### config.mk
export PLATFORM = sky130hd
export DESIGN_NAME = cmb_microbranch
export DESIGN_NICKNAME = d
export VERILOG_FILES = /design/src/common/cmb_pkg.sv /design/src/common/cmb_dec_if.sv /design/src/hw/cmb_decoder.sv /design/src/hw/cmb_microbranch.sv
export VERILOG_INCLUDE_DIRS = /design/src /design/src/common
export SDC_FILE = /design/constraint.sdc
export NUM_CORES = 1
export LEC_CHECK = 0
export ABC_AREA = 1
export BUFFER_PORTS_ARGS = -buffer_cell sky130_fd_sc_hd__clkbuf_2
export CORE_MARGIN = 1.5
export CORE_UTILIZATION = 54
export DETAILED_ROUTE_END_ITERATION = 10
export GPL_ROUTABILITY_DRIVEN = 0
export PLACE_DENSITY = 0.8
export SLEW_MARGIN = 20
export SYNTH_ARGS = -nofsm -noshare
export SYNTH_HDL_FRONTEND = slang
export SYNTH_HIERARCHICAL = 1
export SYNTH_SLANG_ARGS = --single-unit
### constraint.sdc
create_clock -name aclk -period 2.1 [get_ports aclk]
set_input_delay 0.63 -clock aclk [delete_from_list [all_inputs] [get_ports aclk]]
set_output_delay 0.63 -clock aclk [all_outputs]
set_load 0.1 [all_outputs]
### src/common/cmb_consts.svh
// constants for the conditional microbranch block: offsets, fields, resets, opcodes, counts
`ifndef CMB_CONSTS_SVH
`define CMB_CONSTS_SVH

`define CMB_OFF_CTRL_WORD 8'h00
`define CMB_OFF_FLAGS     8'h04
`define CMB_OFF_RESULT    8'h08
`define CMB_OFF_LOC       8'h0c
`define CMB_OFF_XLAT      8'h10
`define CMB_OFF_STATUS    8'h14

`define CMB_FLAG_ZB  0
`define CMB_FLAG_NB  1
`define CMB_FLAG_C8  2
`define CMB_FLAG_ICC 3

`define CMB_ST_BUSY   0
`define CMB_ST_TAKEN  1
`define CMB_ST_BRANCH 2
`define CMB_ST_CYC_LO 4

`define CMB_RST_LOC   11'h000
`define CMB_RST_XLAT  8'h00
`define CMB_RST_FLAGS 4'h0
`define CMB_RST_WORD  16'h0000

`define CMB_OP_BZ_CLR 8'h10
`define CMB_OP_BZ_SET 8'h11
`define CMB_OP_BC_CLR 8'h12
`define CMB_OP_BC_SET 8'h13
`define CMB_OP_BI_CLR 8'h14
`define CMB_OP_BI_SET 8'h15
`define CMB_OP_BN_CLR 8'h16
`define CMB_OP_BN_SET 8'h17

`define CMB_BRANCH_CYCLES 4'h2
`define CMB_PLAIN_CYCLES  4'h1

`define CMB_RESP_OKAY   2'b00
`define CMB_RESP_SLVERR 2'b10

`endif

### src/common/cmb_pkg.sv
// types shared by the conditional microbranch block
`default_nettype none
package cmb_pkg;
	typedef logic [15:0] cmb_word_t;
	typedef logic [10:0] cmb_loc_t;
	typedef logic [3:0]  cmb_flags_t;

	typedef enum logic [3:0] {
		cmb_kind_none,
		cmb_kind_bz_clr,
		cmb_kind_bz_set,
		cmb_kind_bn_clr,
		cmb_kind_bn_set,
		cmb_kind_bi_clr,
		cmb_kind_bi_set,
		cmb_kind_bc_clr,
		cmb_kind_bc_set
	} cmb_kind_t;

	typedef enum logic [1:0] {
		cmb_st_idle,
		cmb_st_cyc1,
		cmb_st_cyc2
	} cmb_state_t;
endpackage : cmb_pkg
`default_nettype wire

### src/common/cmb_dec_if.sv
// decoder link between the sequencer and the branch decoder
`timescale 1ns/100ps
`default_nettype none
interface cmb_dec_if;
	import cmb_pkg::*;
	cmb_word_t  word;
	cmb_flags_t flags;
	cmb_kind_t  kind;
	logic       is_branch;
	logic       taken;
	logic [7:0] target;

	modport dec (input word, input flags, output kind, output is_branch, output taken, output target);
	modport seq (output word, output flags, input kind, input is_branch, input taken, input target);
endinterface : cmb_dec_if
`default_nettype wire

### src/hw/cmb_decoder.sv
// branch opcode decoder and flag test for the conditional microbranch block
`timescale 1ns/100ps
`default_nettype none
`include "cmb_consts.svh"
module cmb_decoder (
	cmb_dec_if.dec dif
);
	import cmb_pkg::*;

	// opcode is taken from bits above the target field only
	always_comb begin
		if (dif.word[15:8] == `CMB_OP_BZ_CLR) begin
			dif.kind = cmb_kind_bz_clr;
		end else if (dif.word[15:8] == `CMB_OP_BZ_SET) begin
			dif.kind = cmb_kind_bz_set;
		end else if (dif.word[15:8] == `CMB_OP_BN_CLR) begin
			dif.kind = cmb_kind_bn_clr;
		end else if (dif.word[15:8] == `CMB_OP_BN_SET) begin
			dif.kind = cmb_kind_bn_set;
		end else if (dif.word[15:8] == `CMB_OP_BI_CLR) begin
			dif.kind = cmb_kind_bi_clr;
		end else if (dif.word[15:8] == `CMB_OP_BI_SET) begin
			dif.kind = cmb_kind_bi_set;
		end else if (dif.word[15:8] == `CMB_OP_BC_CLR) begin
			dif.kind = cmb_kind_bc_clr;
		end else if (dif.word[15:8] == `CMB_OP_BC_SET) begin
			dif.kind = cmb_kind_bc_set;
		end else begin
			dif.kind = cmb_kind_none;
		end
	end

	// flag test: each pair tests one flag for clear or set
	always_comb begin
		case (dif.kind)
			cmb_kind_bz_clr: dif.taken = ~dif.flags[`CMB_FLAG_ZB];
			cmb_kind_bz_set: dif.taken = dif.flags[`CMB_FLAG_ZB];
			cmb_kind_bn_clr: dif.taken = ~dif.flags[`CMB_FLAG_NB];
			cmb_kind_bn_set: dif.taken = dif.flags[`CMB_FLAG_NB];
			cmb_kind_bi_clr: dif.taken = ~dif.flags[`CMB_FLAG_ICC];
			cmb_kind_bi_set: dif.taken = dif.flags[`CMB_FLAG_ICC];
			cmb_kind_bc_clr: dif.taken = ~dif.flags[`CMB_FLAG_C8];
			cmb_kind_bc_set: dif.taken = dif.flags[`CMB_FLAG_C8];
			default:         dif.taken = 1'b0;
		endcase
	end

	// low byte is purely the in-page target
	assign dif.is_branch = (dif.kind != cmb_kind_none);
	assign dif.target    = dif.word[7:0];
endmodule : cmb_decoder
`default_nettype wire

### src/hw/cmb_microbranch.sv
// conditional in-page microbranch sequencer with an axi4-lite register slave
//
// Implementation choices: the AXI4-Lite slave port and the placing of the registers.
`timescale 1ns/100ps
`default_nettype none
`include "cmb_consts.svh"

// Notes on behaviour
// - byte-zero-clear branch loads its target only when byte zero flag is 0.
// - high byte 0x11 is byte-zero-set; taken when byte zero flag is 1.
// - high byte 0x16 is byte-negative-clear; taken when byte negative flag is 0.
// - high byte 0x17 is byte-negative-set; taken when byte negative flag is 1.
// - high byte 0x14 is indirect-clear; taken when indirect condition flag is 0.
// - high byte 0x15 is indirect-set; taken when indirect condition flag is 1.
// - high byte 0x12 is carry-out-clear; taken when carry out flag is 0.
// - taken branch copies control word bits 7:0 into location counter bits 7:0.
// - every conditional branch lasts exactly two microcycles, taken or not.
// - translation output low byte is ignored while a branch executes.
// - a branch changes only the location counter and the status taken/branch/cycle fields, no flags or other registers.
// - location counter bits 10:8 stay unchanged in the second microcycle; target stays in current page.
// - page is fixed in the first microcycle when the sequential address loads.
// - untaken branch leaves the sequential address in the location counter.
// - high byte 0x10 decodes as byte-zero-clear.
// - high byte 0x13 is carry-out-set; taken when carry out flag is 1.
// - byte zero flag is set when last result is zero, else cleared.
module cmb_microbranch (
	input  wire logic        aclk,
	input  wire logic        aresetn,
	input  wire logic [7:0]  s_axi_awaddr,
	input  wire logic        s_axi_awvalid,
	output logic             s_axi_awready,
	input  wire logic [31:0] s_axi_wdata,
	input  wire logic [3:0]  s_axi_wstrb,
	input  wire logic        s_axi_wvalid,
	output logic             s_axi_wready,
	output logic [1:0]       s_axi_bresp,
	output logic             s_axi_bvalid,
	input  wire logic        s_axi_bready,
	input  wire logic [7:0]  s_axi_araddr,
	input  wire logic        s_axi_arvalid,
	output logic             s_axi_arready,
	output logic [31:0]      s_axi_rdata,
	output logic [1:0]       s_axi_rresp,
	output logic             s_axi_rvalid,
	input  wire logic        s_axi_rready,
	output cmb_pkg::cmb_loc_t location_counter,
	output logic             busy
);
	import cmb_pkg::*;

	////////////////////////////////////////////////////////////////////////////////
	// state

	cmb_state_t  state_r;
	cmb_word_t   word_r;
	cmb_flags_t  flags_r;
	cmb_loc_t    loc_r;
	logic [7:0]  xlat_r;
	logic        taken_r;
	logic        branch_r;
	logic [3:0]  cycles_r;
	logic [7:0]  aw_addr_r;
	logic        aw_full_r;
	logic [31:0] w_data_r;
	logic [3:0]  w_strb_r;
	logic        w_full_r;
	logic        bvalid_r;
	logic [1:0]  bresp_r;
	logic        rvalid_r;
	logic [1:0]  rresp_r;
	logic [31:0] rdata_r;
	logic        do_write;
	logic        wr_ok;
	logic        wr_word;
	logic        wr_flags;
	logic        wr_result;
	logic        wr_loc;
	logic        wr_xlat;
	logic [31:0] wr_val;
	logic [31:0] rd_val;
	logic        rd_ok;
	cmb_loc_t    seq_addr;

	cmb_dec_if dif ();

	// decoder sees the latched control word and the live flags
	assign dif.word  = word_r;
	assign dif.flags = flags_r;

	cmb_decoder u_dec (
		.dif (dif)
	);

	////////////////////////////////////////////////////////////////////////////////
	// axi4-lite write channels

	// merge strobed bytes over the old value; unstrobed lanes keep their contents
	function automatic logic [31:0] merge_strb(input logic [31:0] old_v, input logic [31:0] new_v,
		input logic [3:0] strb);
		logic [31:0] res;
		res = old_v;
		for (int i = 0; i < 4; i++) begin
			if (strb[i]) begin
				res[8*i +: 8] = new_v[8*i +: 8];
			end
		end
		return res;
	endfunction : merge_strb

	// address and data are held independently, so either may arrive first
	assign s_axi_awready = ~aw_full_r & ~bvalid_r;
	assign s_axi_wready  = ~w_full_r & ~bvalid_r;
	assign s_axi_bvalid  = bvalid_r;
	assign s_axi_bresp   = bresp_r;
	assign do_write      = aw_full_r & w_full_r & ~bvalid_r;

	always_ff @(posedge aclk) begin
		if (!aresetn) begin
			aw_full_r <= 1'b0;
			aw_addr_r <= 8'h00;
		end else if (s_axi_awvalid && s_axi_awready) begin
			aw_full_r <= 1'b1;
			aw_addr_r <= s_axi_awaddr;
		end else if (do_write) begin
			aw_full_r <= 1'b0;
		end
	end

	always_ff @(posedge aclk) begin
		if (!aresetn) begin
			w_full_r <= 1'b0;
			w_data_r <= 32'h00000000;
			w_strb_r <= 4'h0;
		end else if (s_axi_wvalid && s_axi_wready) begin
			w_full_r <= 1'b1;
			w_data_r <= s_axi_wdata;
			w_strb_r <= s_axi_wstrb;
		end else if (do_write) begin
			w_full_r <= 1'b0;
		end
	end

	// write decode; control word and counter writes are refused while an instruction runs
	always_comb begin
		wr_word   = 1'b0;
		wr_flags  = 1'b0;
		wr_result = 1'b0;
		wr_loc    = 1'b0;
		wr_xlat   = 1'b0;
		wr_ok     = 1'b1;
		if (aw_addr_r == `CMB_OFF_CTRL_WORD) begin
			wr_word = (state_r == cmb_st_idle);
			wr_ok   = (state_r == cmb_st_idle);
		end else if (aw_addr_r == `CMB_OFF_FLAGS) begin
			wr_flags = 1'b1;
		end else if (aw_addr_r == `CMB_OFF_RESULT) begin
			wr_result = 1'b1;
		end else if (aw_addr_r == `CMB_OFF_LOC) begin
			wr_loc = (state_r == cmb_st_idle);
			wr_ok  = (state_r == cmb_st_idle);
		end else if (aw_addr_r == `CMB_OFF_XLAT) begin
			wr_xlat = 1'b1;
		end else if (aw_addr_r == `CMB_OFF_STATUS) begin
			wr_ok = 1'b1;                                     // read-only, write dropped
		end else begin
			wr_ok = 1'b0;
		end
	end

	assign wr_val = merge_strb(32'h00000000, w_data_r, w_strb_r);

	// response stands until the master takes it
	always_ff @(posedge aclk) begin
		if (!aresetn) begin
			bvalid_r <= 1'b0;
			bresp_r  <= `CMB_RESP_OKAY;
		end else if (do_write) begin
			bvalid_r <= 1'b1;
			bresp_r  <= wr_ok ? `CMB_RESP_OKAY : `CMB_RESP_SLVERR;
		end else if (s_axi_bready) begin
			bvalid_r <= 1'b0;
		end
	end

	////////////////////////////////////////////////////////////////////////////////
	// axi4-lite read channels

	assign s_axi_arready = ~rvalid_r;
	assign s_axi_rvalid  = rvalid_r;
	assign s_axi_rresp   = rresp_r;
	assign s_axi_rdata   = rdata_r;

	always_comb begin
		rd_ok  = 1'b1;
		rd_val = 32'h00000000;
		if (s_axi_araddr == `CMB_OFF_CTRL_WORD) begin
			rd_val[15:0] = word_r;
		end else if (s_axi_araddr == `CMB_OFF_FLAGS) begin
			rd_val[3:0] = flags_r;
		end else if (s_axi_araddr == `CMB_OFF_RESULT) begin
			rd_val = 32'h00000000;                            // write-only
		end else if (s_axi_araddr == `CMB_OFF_LOC) begin
			rd_val[10:0] = loc_r;
		end else if (s_axi_araddr == `CMB_OFF_XLAT) begin
			rd_val[7:0] = xlat_r;
		end else if (s_axi_araddr == `CMB_OFF_STATUS) begin
			rd_val[`CMB_ST_BUSY]   = (state_r != cmb_st_idle);
			rd_val[`CMB_ST_TAKEN]  = taken_r;
			rd_val[`CMB_ST_BRANCH] = branch_r;
			rd_val[`CMB_ST_CYC_LO +: 4] = cycles_r;
		end else begin
			rd_ok = 1'b0;
		end
	end

	always_ff @(posedge aclk) begin
		if (!aresetn) begin
			rvalid_r <= 1'b0;
			rresp_r  <= `CMB_RESP_OKAY;
			rdata_r  <= 32'h00000000;
		end else if (s_axi_arvalid && s_axi_arready) begin
			rvalid_r <= 1'b1;
			rresp_r  <= rd_ok ? `CMB_RESP_OKAY : `CMB_RESP_SLVERR;
			rdata_r  <= rd_val;
		end else if (s_axi_rready) begin
			rvalid_r <= 1'b0;
		end
	end

	////////////////////////////////////////////////////////////////////////////////
	// software-owned registers

	// control word is latched once per instruction; a write launches execution
	always_ff @(posedge aclk) begin
		if (!aresetn) begin
			word_r <= `CMB_RST_WORD;
		end else if (do_write && wr_word) begin
			word_r <= 16'(merge_strb({16'h0000, word_r}, w_data_r, w_strb_r));
		end
	end

	// flags change only by software; the sequencer never writes them
	always_ff @(posedge aclk) begin
		if (!aresetn) begin
			flags_r <= `CMB_RST_FLAGS;
		end else if (do_write && wr_result) begin
			flags_r[`CMB_FLAG_ZB] <= (wr_val[15:0] == 16'h0000);
			flags_r[`CMB_FLAG_NB] <= wr_val[7];
		end else if (do_write && wr_flags) begin
			flags_r <= 4'(merge_strb({28'h0000000, flags_r}, w_data_r, w_strb_r));
		end
	end

	// translation output stand-in; only plain instructions merge it
	always_ff @(posedge aclk) begin
		if (!aresetn) begin
			xlat_r <= `CMB_RST_XLAT;
		end else if (do_write && wr_xlat) begin
			xlat_r <= wr_val[7:0];
		end
	end

	////////////////////////////////////////////////////////////////////////////////
	// sequencer

	// sequential address wraps inside the 11-bit space like the counter itself
	assign seq_addr = loc_r + 11'h001;

	always_ff @(posedge aclk) begin
		if (!aresetn) begin
			state_r <= cmb_st_idle;
		end else begin
			case (state_r)
				cmb_st_idle: begin
					if (do_write && wr_word) begin
						state_r <= cmb_st_cyc1;
					end
				end
				cmb_st_cyc1: begin
					state_r <= dif.is_branch ? cmb_st_cyc2 : cmb_st_idle;
				end
				cmb_st_cyc2: begin
					state_r <= cmb_st_idle;
				end
				default: begin
					state_r <= cmb_st_idle;
				end
			endcase
		end
	end

	// location counter: the only state a branch touches apart from the sequencer state and the status fields
	always_ff @(posedge aclk) begin
		if (!aresetn) begin
			loc_r <= `CMB_RST_LOC;
		end else begin
			case (state_r)
				cmb_st_idle: begin
					if (do_write && wr_loc) begin
						loc_r <= wr_val[10:0];
					end
				end
				cmb_st_cyc1: begin
					if (dif.is_branch) begin
						loc_r <= seq_addr;
					end else begin
						loc_r <= {seq_addr[10:8], seq_addr[7:0] | xlat_r};
					end
				end
				cmb_st_cyc2: begin
					if (taken_r) begin
						loc_r <= {loc_r[10:8], word_r[7:0]};
					end
				end
				default: begin
					loc_r <= loc_r;
				end
			endcase
		end
	end

	// condition is caught at the first microcycle, after any earlier flag update
	always_ff @(posedge aclk) begin
		if (!aresetn) begin
			taken_r  <= 1'b0;
			branch_r <= 1'b0;
		end else if (state_r == cmb_st_cyc1) begin
			taken_r  <= dif.taken;
			branch_r <= dif.is_branch;
		end
	end

	// microcycles used by the last instruction, for software to check
	always_ff @(posedge aclk) begin
		if (!aresetn) begin
			cycles_r <= 4'h0;
		end else if (state_r == cmb_st_cyc1) begin
			cycles_r <= dif.is_branch ? `CMB_BRANCH_CYCLES : `CMB_PLAIN_CYCLES;
		end
	end

	assign location_counter = loc_r;
	assign busy             = (state_r != cmb_st_idle);
endmodule : cmb_microbranch
`default_nettype wire

==> run metrics <==
vias in the first global route 4287; leakage power total 2.52 nW; largest net degree at the start of global routing 54; WL/cell 13.0 um; RR Startpoint state_r[1]; Pwr per Cell Area 1040 mW/mm2; Fill cells 769; Worst EP arrival 1.37 ns; CTS tree yes; clock root cell clkbuf_8; DRC viols 0; RR Endpoint location_counter[8]; synthesized area per cell 6.71 um2; Min Clock Period, post-route 2.00 ns; Die Area 0.00932 mm2; Setup Fix Bufs, Post-CTS 0; GR Util All Layers 0.263; Slew @ Worst Pin 0.631 ns; DRT Pass-1 Iters 6; Iter 0 DRT Violations 309; ANT cells 0; crit path max fanout 5; row count 33; Final Skew 0.00787 ns; HP Class reg -> reg; Final Cycle Share 0.953; Die Ht 96.5 um; Critical Path Source state_r[0]; placed instance count 873; clk slew on worst S/H paths 0.09 ns; Antenna Nets Post-Route 0; Total Nets Final 844; critical path required time 1.47 ns; CTS Buf Count 9; DR WL met2 5240 um; dpl cell area 0.00519 mm2; Via density 5.28; layout cells sized above 1 0.171; CTS sink count 92; Overflow after GRT 0; Initial Utilization 0.566; Port Buffers 75; utilization after layout 0.648; Top Metal Used met4; final hold violation count 0; Setup crit start kind register; Syn-to-layout area delta 14.4%; critical path endpoint category primary output; fmax 500 MHz; RSZ-0062 raised after global routing no; reg-to-reg slack, setup 0.32 ns; CTS max path bufs 2; Syn Inst Count 704; status complete, no violations; first-pass GRT wire length 19100 um; Slew Limit Fails 0; H-tree levels 3; Post-Syn Area 0.00472 mm2; post-detail-place hpwl 8840 um; Clk Latency, worst-skew pair 0.37 ns; Max-slew headroom 0.579; final setup TNS 0 ns; Max Cap Viol 0; critical path type reg -> out; Ys Warns 6; vias post-DR 4693; wl on met1 5100 um; final setup fails 0; Ports 112; Final Non-Filler Cells 889; routed wire length 11600 um; met3 wire len 911 um; Peak VDD IR 0.528 mV; Worst Setup EP busy; initial antenna violation count 0; die width 96.5 um; core area 0.00834 mm2; Reg2Reg Depth 7; post-route cell area 0.00540 mm2
worst max-delay path, stage by stage, from the launching register on:
cell and delay [ns]:
dfxtp_2 0.36, inv_1 0.08, ha_2 0.24, inv_2 0.14, buf_12 0.19
through the flow:
stage | power [mW] | setup slack [ns] | hold slack, ns
2_1_floorplan | 3.95 | 0.0251 | 0.429
3_3_place_gp | 4.31 | 0.243 | 0.438
3_5_place_dp | 4.36 | 0.200 | 0.451
4_1_cts | 5.61 | 0.0364 | 0.464
5_1_grt | 5.91 | 0.0295 | 0.491
6_report | 5.61 | 0.0980 | 0.461
repair_timing:
action | in CTS | in global routing
gates cloned | 0 | 0
setup endpoints to repair | 1 | 1
hold buffers | 0 | 0
gates resized for setup | 2 | 2
metal layers:
layer  up-vias  global-route usage
met4         0              0.0978
li1       2392                   -
met3        26              0.0696
met2       187               0.418
met5         -                   0
met1      2088               0.341
power breakdown:
part           total [mW]  switching, mW  internal, mW
sequential           2.12          0.192          1.93
clock                1.26          0.642         0.617
combinational        2.22           1.73         0.492
flip-flops by register name, summed over array words and instances (netlist names):
| name | cells |
|---|---|
| w_full_r | 1 |
| s_axi_bresp | 1 |
| w_strb_r | 2 |
| aw_addr_r | 8 |
| location_counter | 11 |
| s_axi_rdata | 16 |
| s_axi_rvalid | 1 |
| w_data_r | 16 |
| aw_full_r | 1 |
| taken_r | 1 |
| s_axi_bvalid | 1 |
| s_axi_rresp | 1 |
| state_r | 2 |
| dif.flags | 4 |
| cycles_r | 1 |
| branch_r | 1 |
| dif.word | 16 |
| xlat_r | 8 |
final cells by class:
type / instances / area [um2] / area share
clock buffers: 11 / 151 / 0.0280
inverters: 83 / 315 / 0.0584
flip-flops and latches: 92 / 1850 / 0.343
repair buffers: 86 / 485 / 0.0899
multi-input cells: 507 / 2400 / 0.445
well taps: 105 / 131 / 0.0243
clock inverters: 5 / 60.1 / 0.0111
worst min-delay path by stage:
| stage | cells after the start | startpoint | slack (ns) | end |
|---|---|---|---|---|
| floorplan | 2 | aw_addr_r[0] | 0.43 | aw_addr_r[0] |
| global placement | 2 | aw_addr_r[0] | 0.44 | aw_addr_r[0] |
| detailed placement | 2 | aw_addr_r[0] | 0.45 | aw_addr_r[0] |
| CTS | 2 | aw_addr_r[0] | 0.46 | aw_addr_r[0] |
| global route | 2 | s_axi_rdata[2] | 0.49 | s_axi_rdata[2] |
| finish | 2 | aw_addr_r[0] | 0.46 | aw_addr_r[0] |
cells in the final DEF (no fill, tap or decap), types with 6 or more instances in the layout:
cell / instances
nor2_1: 83
buf_4: 10
conb_1: 18
o21ai_0: 72
clkbuf_2: 74
nand3_1: 32
clkbuf_8: 11
nand2_1: 157
dfxtp_2: 7
nand4_1: 7
o211ai_1: 7
dfxtp_1: 84
nand2_2: 6
a21oi_1: 83
inv_1: 77
Note: power is estimated with default switching activity, not from simulation.
